File: src/design/cvpf_defs.svh
// Purpose: Constants of the compact voice payload framer
// Assumes: Included by the package and by the top design module
// Notes: Payload sizes are in bits
`ifndef CVPF_DEFS_SVH
`define CVPF_DEFS_SVH
`define CVPF_SIZE_W 12
`define CVPF_MR_NONE 3'h7
`define CVPF_LEG_MODES 9
`define CVPF_LEG_PAD_BYTE 8
`define CVPF_HDR_BIT 7
// Native sizes, silence descriptor first, special 56-bit case second
`define CVPF_N_SID 12'h030
`define CVPF_N_2K8 12'h038
`define CVPF_N_7K2 12'h090
`define CVPF_N_8K0 12'h0A0
`define CVPF_N_9K6 12'h0C0
`define CVPF_N_13K2 12'h108
`define CVPF_N_16K4 12'h148
`define CVPF_N_24K4 12'h1E8
`define CVPF_N_32K 12'h280
`define CVPF_N_48K 12'h3C0
`define CVPF_N_64K 12'h500
`define CVPF_N_96K 12'h780
`define CVPF_N_128K 12'hA00
// Legacy-interoperable payload sizes, 6.6 up to 23.85
`define CVPF_L_6K6 12'h088
`define CVPF_L_8K85 12'h0B8
`define CVPF_L_12K65 12'h100
`define CVPF_L_14K25 12'h120
`define CVPF_L_15K85 12'h140
`define CVPF_L_18K25 12'h170
`define CVPF_L_19K85 12'h190
`define CVPF_L_23K05 12'h1D0
`define CVPF_L_23K85 12'h1E0
// Speech bits per legacy frame
`define CVPF_K_6K6 12'h084
`define CVPF_K_8K85 12'h0B1
`define CVPF_K_12K65 12'h0FD
`define CVPF_K_14K25 12'h11D
`define CVPF_K_15K85 12'h13D
`define CVPF_K_18K25 12'h16D
`define CVPF_K_19K85 12'h18D
`define CVPF_K_23K05 12'h1CD
`define CVPF_K_23K85 12'h1DD
// Frame period, clock rate and reset mode cap
`define CVPF_FRAME_MS 20
`define CVPF_CLK_HZ 20000000
`define CVPF_RST_REQ_IDX 4'h8
`endif

File: src/design/cvpf_pkg.sv
// Purpose: Types and the shared legacy speech-bit decoder of the payload framer
// Assumes: cvpf_defs.svh holds the numbers
// Notes: Legacy index 0..8 runs from 6.6 to 23.85
`include "cvpf_defs.svh"
package cvpf_pkg;
    typedef enum logic [1:0] {FMT_NONE, FMT_NATIVE, FMT_LEGACY,
        FMT_HDRFULL} cvpf_fmt_t;
    typedef enum logic [2:0] {PK_IDLE, PK_HDR, PK_GRAB, PK_BODY,
        PK_TAIL, PK_PAD} cvpf_pk_state_t;

    function automatic logic [11:0] cvpf_leg_k(input logic [3:0] idx);
        case (idx)
            4'h0: cvpf_leg_k = `CVPF_K_6K6;
            4'h1: cvpf_leg_k = `CVPF_K_8K85;
            4'h2: cvpf_leg_k = `CVPF_K_12K65;
            4'h3: cvpf_leg_k = `CVPF_K_14K25;
            4'h4: cvpf_leg_k = `CVPF_K_15K85;
            4'h5: cvpf_leg_k = `CVPF_K_18K25;
            4'h6: cvpf_leg_k = `CVPF_K_19K85;
            4'h7: cvpf_leg_k = `CVPF_K_23K05;
            default: cvpf_leg_k = `CVPF_K_23K85;
        endcase
    endfunction
endpackage

File: src/design/cvpf_pack_if.sv
// Purpose: Frame start and shape from control to the bit packer
// Assumes: One clock domain
// Notes: start is a one-cycle pulse taken only while busy is low
`timescale 1ns/1ps
`default_nettype none
interface cvpf_pack_if;
    logic start;
    logic legacy;
    logic [2:0] code;
    logic [11:0] nbits;
    logic [2:0] npad;
    logic busy;
    modport ctl (output start, output legacy, output code,
        output nbits, output npad, input busy);
    modport pk (input start, input legacy, input code, input nbits,
        input npad, output busy);
endinterface
`default_nettype wire

File: src/design/cvpf_pack.sv
// Purpose: Serial packer of one compact payload
// Assumes: Speech bits arrive as d(0) first
// Notes: Output bit stream is registered
`timescale 1ns/1ps
`default_nettype none
module cvpf_pack import cvpf_pkg::*; (
    input wire logic clk,
    input wire logic rst_n,
    cvpf_pack_if.pk pif,
    input wire logic sb_valid,
    input wire logic sb_data,
    output logic sb_ready,
    output logic pb_valid,
    output logic pb_data,
    output logic pb_last,
    input wire logic pb_ready
);
    cvpf_pk_state_t st_reg, st_next;
    logic [11:0] cnt_reg, cnt_next;
    logic [2:0] code_reg, code_next;
    logic [2:0] pad_reg, pad_next;
    logic nat_reg, nat_next;
    logic d0_reg, d0_next;
    logic ov_reg, ov_next;
    logic od_reg, od_next;
    logic ol_reg, ol_next;
    logic can_load;

    assign can_load = !ov_reg || pb_ready;
    assign pif.busy = (st_reg != PK_IDLE);
    assign pb_valid = ov_reg;
    assign pb_data = od_reg;
    assign pb_last = ol_reg;

    always_comb begin
        st_next = st_reg;
        cnt_next = cnt_reg;
        code_next = code_reg;
        pad_next = pad_reg;
        nat_next = nat_reg;
        d0_next = d0_reg;
        ov_next = ov_reg && !pb_ready;
        od_next = od_reg;
        ol_next = ol_reg;
        sb_ready = 1'b0;
        case (st_reg)
            PK_IDLE: begin
                if (pif.start) begin
                    code_next = pif.code;
                    pad_next = pif.npad;
                    nat_next = !pif.legacy;
                    cnt_next = pif.legacy ? 12'h003 : pif.nbits;
                    st_next = pif.legacy ? PK_HDR : PK_BODY;
                end
            end
            PK_HDR: begin
                if (can_load) begin
                    ov_next = 1'b1;
                    od_next = code_reg[2];
                    ol_next = 1'b0;
                    code_next = {code_reg[1:0], 1'b0};
                    cnt_next = cnt_reg - 12'h001;
                    if (cnt_reg == 12'h001) begin
                        st_next = PK_GRAB;
                        cnt_next = pif.nbits - 12'h001;
                    end
                end
            end
            PK_GRAB: begin
                sb_ready = 1'b1;
                if (sb_valid) begin
                    d0_next = sb_data;
                    st_next = PK_BODY;
                end
            end
            PK_BODY: begin
                sb_ready = can_load;
                if (can_load && sb_valid) begin
                    ov_next = 1'b1;
                    od_next = sb_data;
                    ol_next = nat_reg && (cnt_reg == 12'h001);
                    cnt_next = cnt_reg - 12'h001;
                    if (cnt_reg == 12'h001) begin
                        st_next = nat_reg ? PK_IDLE : PK_TAIL;
                    end
                end
            end
            PK_TAIL: begin
                if (can_load) begin
                    ov_next = 1'b1;
                    od_next = d0_reg;
                    ol_next = (pad_reg == 3'h0);
                    st_next = (pad_reg == 3'h0) ? PK_IDLE : PK_PAD;
                end
            end
            PK_PAD: begin
                if (can_load) begin
                    ov_next = 1'b1;
                    od_next = 1'b0;
                    ol_next = (pad_reg == 3'h1);
                    pad_next = pad_reg - 3'h1;
                    if (pad_reg == 3'h1) begin
                        st_next = PK_IDLE;
                    end
                end
            end
            default: st_next = PK_IDLE;
        endcase
    end

    always_ff @(posedge clk or negedge rst_n) begin
        if (!rst_n) begin
            st_reg <= PK_IDLE;
            cnt_reg <= 12'h000;
            code_reg <= 3'h0;
            pad_reg <= 3'h0;
            nat_reg <= 1'b0;
            d0_reg <= 1'b0;
            ov_reg <= 1'b0;
            od_reg <= 1'b0;
            ol_reg <= 1'b0;
        end else begin
            st_reg <= st_next;
            cnt_reg <= cnt_next;
            code_reg <= code_next;
            pad_reg <= pad_next;
            nat_reg <= nat_next;
            d0_reg <= d0_next;
            ov_reg <= ov_next;
            od_reg <= od_next;
            ol_reg <= ol_next;
        end
    end
endmodule // cvpf_pack
`default_nettype wire

File: src/design/cvpf_top.sv
// Purpose: Compact voice payload classify, mode request control, packing
// Assumes: One clock; payload size and first byte given per packet
// Notes: Header-full parsing and building live outside this block
`timescale 1ns/1ps
`default_nettype none
`include "cvpf_defs.svh"
module cvpf_top import cvpf_pkg::*; #(
    parameter int FRAME_CYCLES = `CVPF_FRAME_MS * (`CVPF_CLK_HZ / 1000)
) (
    input wire logic SYS_CLK,
    input wire logic RSTN,
    input wire logic RX_VALID,
    input wire logic [11:0] RX_SIZE,
    input wire logic [7:0] RX_HEAD,
    input wire logic RX_CONVERTED,
    input wire logic RX_Q_OK,
    output logic [1:0] RX_FMT,
    output logic [3:0] RX_RATE,
    output logic RX_MR_VALID,
    output logic [2:0] RX_MR_CODE,
    output logic RX_DROP,
    input wire logic [8:0] NEG_SET,
    input wire logic HF_ONLY,
    input wire logic REQ_VALID,
    input wire logic REQ_NATIVE,
    input wire logic [3:0] REQ_IDX,
    output logic [2:0] REQ_CODE,
    output logic REQ_HF,
    input wire logic TX_ENABLE,
    input wire logic TX_SID,
    input wire logic [3:0] TX_NATIVE_IDX,
    output logic TX_LEGACY,
    output logic [3:0] TX_MODE_IDX,
    output logic FRAME_TICK,
    output logic TX_HF_FRAME,
    input wire logic SB_VALID,
    input wire logic SB_DATA,
    output logic SB_READY,
    output logic PB_VALID,
    output logic PB_DATA,
    output logic PB_LAST,
    input wire logic PB_READY
);
    localparam int FRAME_CNT = (FRAME_CYCLES < 1) ? 1 : FRAME_CYCLES;

    // Elaboration check: a shorter period leaves no room to start a frame
    if (FRAME_CYCLES < 2) begin : g_bad_period
        $error("FRAME_CYCLES must be at least 2");
    end

    // Native size to rate index, 4'hF when not a native size
    function automatic logic [3:0] nat_idx(input logic [11:0] sz);
        case (sz)
            `CVPF_N_SID: nat_idx = 4'h0;
            `CVPF_N_2K8: nat_idx = 4'h1;
            `CVPF_N_7K2: nat_idx = 4'h2;
            `CVPF_N_8K0: nat_idx = 4'h3;
            `CVPF_N_9K6: nat_idx = 4'h4;
            `CVPF_N_13K2: nat_idx = 4'h5;
            `CVPF_N_16K4: nat_idx = 4'h6;
            `CVPF_N_24K4: nat_idx = 4'h7;
            `CVPF_N_32K: nat_idx = 4'h8;
            `CVPF_N_48K: nat_idx = 4'h9;
            `CVPF_N_64K: nat_idx = 4'hA;
            `CVPF_N_96K: nat_idx = 4'hB;
            `CVPF_N_128K: nat_idx = 4'hC;
            default: nat_idx = 4'hF;
        endcase
    endfunction

    function automatic logic [3:0] leg_idx(input logic [11:0] sz);
        case (sz)
            `CVPF_L_6K6: leg_idx = 4'h0;
            `CVPF_L_8K85: leg_idx = 4'h1;
            `CVPF_L_12K65: leg_idx = 4'h2;
            `CVPF_L_14K25: leg_idx = 4'h3;
            `CVPF_L_15K85: leg_idx = 4'h4;
            `CVPF_L_18K25: leg_idx = 4'h5;
            `CVPF_L_19K85: leg_idx = 4'h6;
            `CVPF_L_23K05: leg_idx = 4'h7;
            `CVPF_L_23K85: leg_idx = 4'h8;
            default: leg_idx = 4'hF;
        endcase
    endfunction

    function automatic logic [3:0] code_to_idx(input logic [2:0] c);
        case (c)
            3'h0: code_to_idx = 4'h0;
            3'h1: code_to_idx = 4'h1;
            3'h2: code_to_idx = 4'h2;
            3'h3: code_to_idx = 4'h4;
            3'h4: code_to_idx = 4'h5;
            3'h5: code_to_idx = 4'h7;
            3'h6: code_to_idx = 4'h8;
            default: code_to_idx = 4'hF;
        endcase
    endfunction

    function automatic logic [2:0] idx_to_code(input logic [3:0] i);
        case (i)
            4'h0: idx_to_code = 3'h0;
            4'h1: idx_to_code = 3'h1;
            4'h2: idx_to_code = 3'h2;
            4'h4: idx_to_code = 3'h3;
            4'h5: idx_to_code = 3'h4;
            4'h7: idx_to_code = 3'h5;
            4'h8: idx_to_code = 3'h6;
            default: idx_to_code = `CVPF_MR_NONE;
        endcase
    endfunction

    // Receive classification, all combinational in the accept cycle
    logic [3:0] rx_nat, rx_leg, rx_req_idx;
    logic rx_damaged, rx_req_ok;

    always_comb begin
        rx_nat = nat_idx(RX_SIZE);
        rx_leg = leg_idx(RX_SIZE);
        rx_damaged = RX_CONVERTED && !RX_Q_OK;
        RX_FMT = FMT_NONE;
        RX_RATE = 4'h0;
        RX_MR_CODE = `CVPF_MR_NONE;
        RX_DROP = 1'b0;
        if (RX_VALID) begin
            if (rx_damaged) begin
                RX_DROP = 1'b1;
            end else if (rx_nat == 4'h1) begin
                // set top bit marks a request byte
                RX_FMT = RX_HEAD[`CVPF_HDR_BIT] ? FMT_HDRFULL : FMT_NATIVE;
                RX_RATE = RX_HEAD[`CVPF_HDR_BIT] ? 4'h0 : rx_nat;
            end else if (rx_nat != 4'hF) begin
                RX_FMT = FMT_NATIVE;
                RX_RATE = rx_nat;
            end else if (rx_leg != 4'hF) begin
                RX_FMT = FMT_LEGACY;
                RX_RATE = rx_leg;
                RX_MR_CODE = RX_HEAD[7:5];
            end else begin
                RX_FMT = FMT_HDRFULL;
            end
        end
        rx_req_idx = code_to_idx(RX_MR_CODE);
        rx_req_ok = (RX_FMT == FMT_LEGACY) && (rx_req_idx != 4'hF) &&
            NEG_SET[rx_req_idx[3:0]];
        RX_MR_VALID = rx_req_ok;
    end

    // Sender mode state
    logic leg_reg, leg_next;
    logic [3:0] cap_reg, cap_next;
    logic [3:0] mode_reg, mode_next;

    always_comb begin
        leg_next = leg_reg;
        cap_next = cap_reg;
        mode_next = mode_reg;
        if (rx_req_ok) begin
            leg_next = 1'b1;
            cap_next = rx_req_idx;
        end
        // highest allowed mode not above cap
        for (int i = 0; i < `CVPF_LEG_MODES; i++) begin
            if (NEG_SET[i] && (4'(i) <= cap_next)) begin
                mode_next = 4'(i);
            end
        end
    end

    always_ff @(posedge SYS_CLK or negedge RSTN) begin
        if (!RSTN) begin
            leg_reg <= 1'b0;
            cap_reg <= `CVPF_RST_REQ_IDX;
            mode_reg <= 4'h0;
        end else begin
            leg_reg <= leg_next;
            cap_reg <= cap_next;
            mode_reg <= mode_next;
        end
    end

    assign TX_LEGACY = leg_reg;
    assign TX_MODE_IDX = mode_reg;

    // Outgoing request code
    logic [2:0] rq_code_reg, rq_code_next;
    logic rq_hf_reg, rq_hf_next;
    logic [3:0] rq_tgt;

    always_comb begin
        rq_code_next = rq_code_reg;
        rq_hf_next = rq_hf_reg;
        rq_tgt = REQ_IDX;
        if (REQ_VALID) begin
            rq_hf_next = 1'b0;
            rq_code_next = `CVPF_MR_NONE;
            if (REQ_NATIVE) begin
                rq_hf_next = 1'b1;
            end else begin
                for (int i = 0; i < `CVPF_LEG_MODES; i++) begin
                    if (NEG_SET[i] && (4'(i) <= rq_tgt) &&
                            (idx_to_code(4'(i)) != `CVPF_MR_NONE)) begin
                        rq_code_next = idx_to_code(4'(i));
                    end
                end
            end
        end
    end

    always_ff @(posedge SYS_CLK or negedge RSTN) begin
        if (!RSTN) begin
            rq_code_reg <= `CVPF_MR_NONE;
            rq_hf_reg <= 1'b0;
        end else begin
            rq_code_reg <= rq_code_next;
            rq_hf_reg <= rq_hf_next;
        end
    end

    assign REQ_CODE = rq_code_reg;
    assign REQ_HF = rq_hf_reg;

    logic [31:0] fcnt_reg, fcnt_next;
    logic tick_reg, tick_next;
    logic hf_reg, hf_next;
    cvpf_pack_if pif ();

    always_comb begin
        fcnt_next = fcnt_reg + 32'h1;
        tick_next = 1'b0;
        hf_next = 1'b0;
        pif.start = 1'b0;
        pif.legacy = leg_reg;
        pif.code = rq_code_reg;
        pif.nbits = leg_reg ? cvpf_leg_k(mode_reg) : 12'h000;
        pif.npad = 3'h0;
        if (!leg_reg) begin
            case (TX_NATIVE_IDX)
                4'h0: pif.nbits = `CVPF_N_SID;
                4'h1: pif.nbits = `CVPF_N_2K8;
                4'h2: pif.nbits = `CVPF_N_7K2;
                4'h3: pif.nbits = `CVPF_N_8K0;
                4'h4: pif.nbits = `CVPF_N_9K6;
                4'h5: pif.nbits = `CVPF_N_13K2;
                4'h6: pif.nbits = `CVPF_N_16K4;
                4'h7: pif.nbits = `CVPF_N_24K4;
                4'h8: pif.nbits = `CVPF_N_32K;
                4'h9: pif.nbits = `CVPF_N_48K;
                4'hA: pif.nbits = `CVPF_N_64K;
                4'hB: pif.nbits = `CVPF_N_96K;
                default: pif.nbits = `CVPF_N_128K;
            endcase
        end else begin
            // pad the 3 header bits plus the speech bits to whole bytes
            pif.npad = 3'(12'h008 - ((pif.nbits + 12'h003) & 12'h007));
            pif.npad = (pif.npad == 3'h0) ? 3'h0 : pif.npad;
        end
        if (fcnt_reg == 32'(FRAME_CNT - 1)) begin
            fcnt_next = 32'h0;
            tick_next = 1'b1;
            if (TX_ENABLE) begin
                if (HF_ONLY || (leg_reg && TX_SID) || pif.busy) begin
                    hf_next = 1'b1;
                end else begin
                    pif.start = 1'b1;
                end
            end
        end
    end

    always_ff @(posedge SYS_CLK or negedge RSTN) begin
        if (!RSTN) begin
            fcnt_reg <= 32'h0;
            tick_reg <= 1'b0;
            hf_reg <= 1'b0;
        end else begin
            fcnt_reg <= fcnt_next;
            tick_reg <= tick_next;
            hf_reg <= hf_next;
        end
    end

    assign FRAME_TICK = tick_reg;
    assign TX_HF_FRAME = hf_reg;

    cvpf_pack u_pack (
        .clk(SYS_CLK),
        .rst_n(RSTN),
        .pif(pif.pk),
        .sb_valid(SB_VALID),
        .sb_data(SB_DATA),
        .sb_ready(SB_READY),
        .pb_valid(PB_VALID),
        .pb_data(PB_DATA),
        .pb_last(PB_LAST),
        .pb_ready(PB_READY)
    );
endmodule // cvpf_top
`default_nettype wire

File: config.mk
export PLATFORM = sky130hd
export DESIGN_NAME = cvpf_top
export DESIGN_NICKNAME = d
export VERILOG_FILES = /design/src/design/cvpf_pkg.sv /design/src/design/cvpf_pack_if.sv /design/src/design/cvpf_pack.sv /design/src/design/cvpf_top.sv
export VERILOG_INCLUDE_DIRS = /design/src /design/src/design
export SDC_FILE = /design/constraint.sdc
export NUM_CORES = 1
export LEC_CHECK = 0
export BUFFER_PORTS_ARGS = -buffer_cell sky130_fd_sc_hd__buf_2
export CORE_MARGIN = 2
export CORE_UTILIZATION = 55
export DETAILED_ROUTE_END_ITERATION = 12
export PLACE_DENSITY_LB_ADDON = 0.12
export REMOVE_ABC_BUFFERS = 1
export SYNTH_ARGS = -nofsm -noshare
export SYNTH_HDL_FRONTEND = slang
export SYNTH_HIERARCHICAL = 1
export SYNTH_SLANG_ARGS = --single-unit
File: constraint.sdc
create_clock -name SYS_CLK -period 4.9 [get_ports SYS_CLK]
set_input_delay 0.98 -clock SYS_CLK [delete_from_list [all_inputs] [get_ports SYS_CLK]]
set_output_delay 0.98 -clock SYS_CLK [all_outputs]
set_load 0.05 [all_outputs]
# Word-level counts from Yosys, hierarchy flattened
# Memories as Yosys holds them, arrays and structs flattened.
# Index checks and enable logic that the tools add are counted.
[totals]
out_inout_bits = 26
reg_bits = 73
latch_bits = 0
rom_bits = 208
ramBits = 0
in_bits = 50
word_cells = 273
memories = 2
[op_classes]
n_shift = 0
div_mod_pow = 0
n_reduce_logical = 59
n_addsub = 6
order_cmp = 19
n_eq_ne = 58
bitwise_logic = 0
multipliers = 0
muxes = 112
[mem_list]
columns = ["name", "depth", "width", "read_ports", "rd_ports_with_merged_regs", "wr", "line", "text"]
rows = [
  ["(no name shown)", 16, 9, 1, 0, 0, "cvpf_top.sv:237", "case (TX_NATIVE_IDX)"],
  ["(no name shown)", 8, 8, 1, 0, 0, "cvpf_pkg.sv:12", "case (idx)"],
]
[op_table]
columns = ["op", "n"]
rows = [
  ["3-bit 2-to-1 mux", 48],
  ["12-bit by 9-bit equality test with 1-bit output, second input constant", 10],
  ["12-bit 2-to-1 mux", 8],
  ["4-bit 2-to-1 mux", 16],
  ["12-bit by 8-bit equality test with 1-bit output, second input constant", 5],
  ["4-bit case mux with 13 select lines", 1],
  ["12-bit case mux with 3 select lines", 1],
  ["4-bit case mux with 9 select lines", 1],
  ["1-bit logical AND", 34],
  ["32-bit by 1-bit adder with 32-bit output, second input constant", 1],
  ["32-bit by 19-bit equality test with 1-bit output, second input constant", 1],
  ["3-bit by 4-bit <= comparator with 1-bit output, first input constant", 8],
  ["32-bit 2-to-1 mux", 1],
  ["4-bit case mux with 7 select lines", 1],
  ["12-bit by 10-bit equality test with 1-bit output, second input constant", 2],
  ["12-bit by 11-bit equality test with 1-bit output, second input constant", 2],
  ["12-bit by 6-bit equality test with 1-bit output, second input constant", 2],
  ["3-bit != test, second input constant", 8],
  ["12-bit by 1-bit subtractor with 12-bit output, second input constant", 2],
  ["1-bit 2-to-1 mux", 21],
  ["3-bit case mux with 6 select lines", 1],
  ["1-bit by 4-bit <= comparator with 1-bit output, first input constant", 4],
  ["2-bit by 4-bit <= comparator with 1-bit output, first input constant", 4],
  ["3-bit equality test, second input constant", 5],
  ["other kinds (32)", 67],
]

# Longest topological paths before layout
[logic_depth]
depth_word = 25
depth_mapped = 12
mapped_depth_nobuf = 11

# Hierarchy
# The synthesis kept the hierarchy.
[by_module_without_submodules]
columns = ["mod", "cells_each", "area_each_um2", "seq_area_each_um2", "n_inst"]
rows = [
  ["cvpf_top", 419, 3517.1, 1181.1, 1],
  ["cvpf_pack", 261, 2198.4, 650.6, 1],
]

# Worst setup path before layout
# Ideal clock, no wire load.
[synth_timing]
path_type = "input-to-output"
startpoint = "in RX_SIZE[5]"
endpoint = "out RX_RATE[0]"
stages = 9
required_ns = 3.920
path_buffers = 2
slack_ns = 0.495
arrival_ns = 3.425
path_cell_list = "clkbuf_1 clkbuf_1 nand2_1 or3_1 a21oi_1 nor2_1 a21oi_1 nor3_1 nor3_1"
[synth_between]
elab_chain_len = 8
word_cells_on_any_way = 33
classes_between = "25 x eq/ne; 8 x mux"
[synth_lines]
columns = ["item", "line", "text"]
rows = [
  ["start, declared", "cvpf_top.sv:13", "input wire logic [11:0] RX_SIZE,"],
  ["12-bit by 9-bit equality test with 1-bit output or 12-bit by 8-bit equality test with 1-bit output (tied branches)", "cvpf_top.sv:72", "case (sz)"],
  ["4-bit case mux with 9 select lines", "cvpf_top.sv:72", ""],
  ["4-bit != test", "cvpf_top.sv:134", "end else if (rx_leg != 4'hF) begin"],
  ["4-bit 2-to-1 mux", "cvpf_top.sv:134", ""],
  ["4-bit 2-to-1 mux", "cvpf_top.sv:131", "end else if (rx_nat != 4'hF) begin"],
  ["4-bit 2-to-1 mux (*)", "cvpf_top.sv:127", "end else if (rx_nat == 4'h1) begin"],
  ["4-bit 2-to-1 mux (*)", "cvpf_top.sv:125", "if (rx_damaged) begin"],
  ["4-bit 2-to-1 mux (*)", "cvpf_top.sv:124", "if (RX_VALID) begin"],
  ["end, declared", "cvpf_top.sv:18", "output logic [3:0] RX_RATE,"],
]
# Mark *: on every way between the ends. The rest lies on a longest branch, timed or not.

# Worst setup path after layout
[layout_timing]
startpoint = "in RX_SIZE[2]"
endpoint = "out RX_RATE[0]"
# The elaborated chain is that of the path after synthesis.

==> metrics.txt <==
Hold Path Depth 1; Final Hold Fails 0; CP cell instances buf_2 -> nor4_4 -> nand3_1 -> nor4_1 -> a211oi_1 -> o21ai_0 -> nor2_1 -> a21oi_1 -> nor3_1 -> nor3_1 -> buf_2; Antenna Nets Post-Route 0; crit start category input port; top sig layer met4; switching share of power a little under a third; number of synthesized flops with an enable pin 0; initial antenna violation count 0; core area slightly above 10,000 um^2; CP Max Fanout 7; total gr overflow 0; critical path depth 11; first-pass GRT wire length 23,900 um; register bit total from synthesis 73; Slowest Stage Delay on Critical Path roughly 0.5 ns; nets between 800 and 900; slew at the pin closest to its max-slew limit 0.954 ns; largest net degree at the start of global routing 74; Power Density 196 nW/um^2; Post-Synthesis Cell Area 5720 um^2; PortBufs 70; dpl cells 867; Syn Area/Cell ~8.4 um^2; crit path buf inv count 2; via density per instance 6.01; Clock Path Buffers 2; top post-synthesis cells by area dfrtp_1 30%, nor2_1 4.1%, nand2_1 4.0%, ha_1 3.9%, xnor2_1 3.5%; Post-Route Utilization 62.2%; Hold WC Path Type flop to flop; crit path time final ~4.3 ns; CP Data Required Time between 3 and 4 ns; Crit path arrival time approximately 3.3 ns; RePlAce Congestion 0.903; CP endpoint kind output pin; ant diodes 0; total CTS buffers 9; Synth area leader dfrtp_1; total chip power 1240 uW; post-DP HPWL 10,400 um; Crit-path slowest cell nor4_4; Die Area 11,200 um^2; post-route insts no fill 883; Psw 382 uW; adder-cell share of the synthesized area 3.94%; Post-Synth XOR/XNOR Area 6.74%; final wirelength about 14,000 um; largest family of logic cells by synthesized area simple AND/OR/NAND/NOR gates; clock skew 0.0113 ns; worst setup path category input port to output pin; Initial DRC Count ~280; Clk pwr share 34.8%; Seq pwr share 49.6%; Tot GR Track Use 25.8%; Final Slew Violations 0; clk_lat worst skew 0.35 ns; commonest register cell after synthesis dfrtp_1; outcome complete, no violations; Initial Utilization 56.1%; DR DRC count 0; max_cap viols 0; WL per Instance about 16 um; mux cell area share after synthesis 3.46%; setup repair bufs after CTS 0; Fillers 913; Leak Pwr 0.00273 uW; share of cells above drive strength 1 17.4%; Die X 106 um; clk root buf clkbuf_8; area added between synthesis and finish 10.8%; setup violators final 0; family with the most delay on the worst path simple AND/OR/NAND/NOR gates; # rows 37; most common cell in the synthesized netlist dfrtp_1; combinational share of power between 10% and 20%; routed wl met2 6670 um; worst reg-to-reg path cell count 10; CTS Hold Buffers Added 0; period utilisation layout 87.1%; CTS resizes 0; register area share after synthesis about 32%; first drt pass iteration count 5; H-tree levels 3; fmax 234 MHz; Setup TNS 0 ns; post-synthesis compound-gate area fraction 20.2%; unrepaired setup endpoints after global routing false; WL met3 634 um; metal1 wirelength 6460 um; Int Pwr around 860 uW; max FFs per register 32; Slew HR 35.9%; post-synth top area share between 30% and 40%; post-synth cell types 83; fraction of registers with async set/reset 100%; maximum VDD drop 0.134 mV; CTS sink cnt 73; synth cell count leaders 69 x dfrtp_1, 63 x nor2_1, 61 x nand2_1, 37 x o21ai_0, 35 x a21oi_1; Synth Area in Simple Gates 29.3%; Post-Syn Instances 680; number of global-route vias before repair 4,993; synth warn 6; die height 106 um; I/O pin cnt 76; CTS clk-pin slew, worst paths about 0.08 ns; vias after detailed routing 5,309; CTS tree done
## layout make-up
type,instances,area (um^2),area share (%)
inverter,30,113,1.78
clock buffer,9,124,1.96
clock inverter,7,56.3,0.889
tap,136,170,2.69
multi-input combinational,555,3660,57.9
sequential,73,1830,28.9
timing repair buffer,73,375,5.93
## cells by family after synthesis
kind of cell             after synthesis
AO/OA/AOI/OAI                        171
multiplexers                          19
adder cells (fa/ha/maj)               18
AND/OR/NAND/NOR                      298
other                                  1
flip-flops                            73
buffers and inverters                 56
XOR/XNOR                              44
## metal layers
layer | track usage (%) | vias up
met2 | 41.8 | 156
met3 | 4.29 | 30
met5 | 0 | -
met4 | 8.27 | 0
li1 | - | 2620
met1 | 35.3 | 2503
## power by group through the flow
| stage | clock [uW] | sequential (uW) | combinational (uW) |
|---|---|---|---|
| after global placement | 0 | 629 | 188 |
| after floorplan | 0 | 644 | 95.6 |
| final | 433 | 617 | 193 |
| after global routing | 472 | 618 | 214 |
| after CTS | 447 | 618 | 193 |
| after detailed placement | 0 | 629 | 192 |
## stage by stage
stage          instance area [um^2]  setup WS (ns)  hold WS (ns)
3_5_place_dp                   6150          0.702         0.452
6_report                       6330          0.632         0.460
4_1_cts                        6330          0.702         0.465
2_1_floorplan                  5600          0.518         0.424
3_3_place_gp                   6150          0.772         0.447
5_1_grt                        6330          0.410         0.477
## worst reg2reg max path, stage by stage, from the launching register on
cell      delay [ns]
dfrtp_1         0.38
and2_1          0.20
and4_1          0.28
nand3_1         0.12
nor4_2          0.28
buf_4           0.24
and3_1          0.26
nor4b_1         0.55
a31o_2          0.37
nand2_1         0.15
o311ai_1        0.32
## cell usage in the layout (no fill, tap or decap), drive strengths merged, types with 9 or more instances in the layout
master | Yosys | layout
buf | 9 | 73
dfrtp | 69 | 69
nor2 | 63 | 63
nand2 | 61 | 61
o21ai | 39 | 39
a21oi | 35 | 35
inv | 30 | 31
nand3 | 26 | 26
xnor2 | 23 | 23
xor2 | 21 | 21
nor3 | 21 | 21
nor4 | 19 | 19
ha | 18 | 18
nand2b | 15 | 15
nor2b | 14 | 14
mux2i | 13 | 13
or3 | 12 | 12
and3 | 10 | 10
nand4 | 9 | 9
o22ai | 9 | 9
clkbuf | 17 | 9
## path summary, 6_finish.rpt
| check | startpoint | endpoint | slack, ns |
|---|---|---|---|
| worst max-delay path | RX_SIZE[2] | RX_RATE[0] | 0.63 |
| min in group asynchronous | RSTN | u_pack/cnt_reg[10] | 0.76 |
| worst min-delay path | fcnt_reg[0] | fcnt_reg[0] | 0.46 |
| worst max register to register | fcnt_reg[2] | u_pack/cnt_reg[7] | 1.65 |
| max in group asynchronous | RSTN | fcnt_reg[16] | 3.52 |
| worst min register to register | fcnt_reg[0] | fcnt_reg[0] | 0.46 |
(Power assumes the default switching activity.)
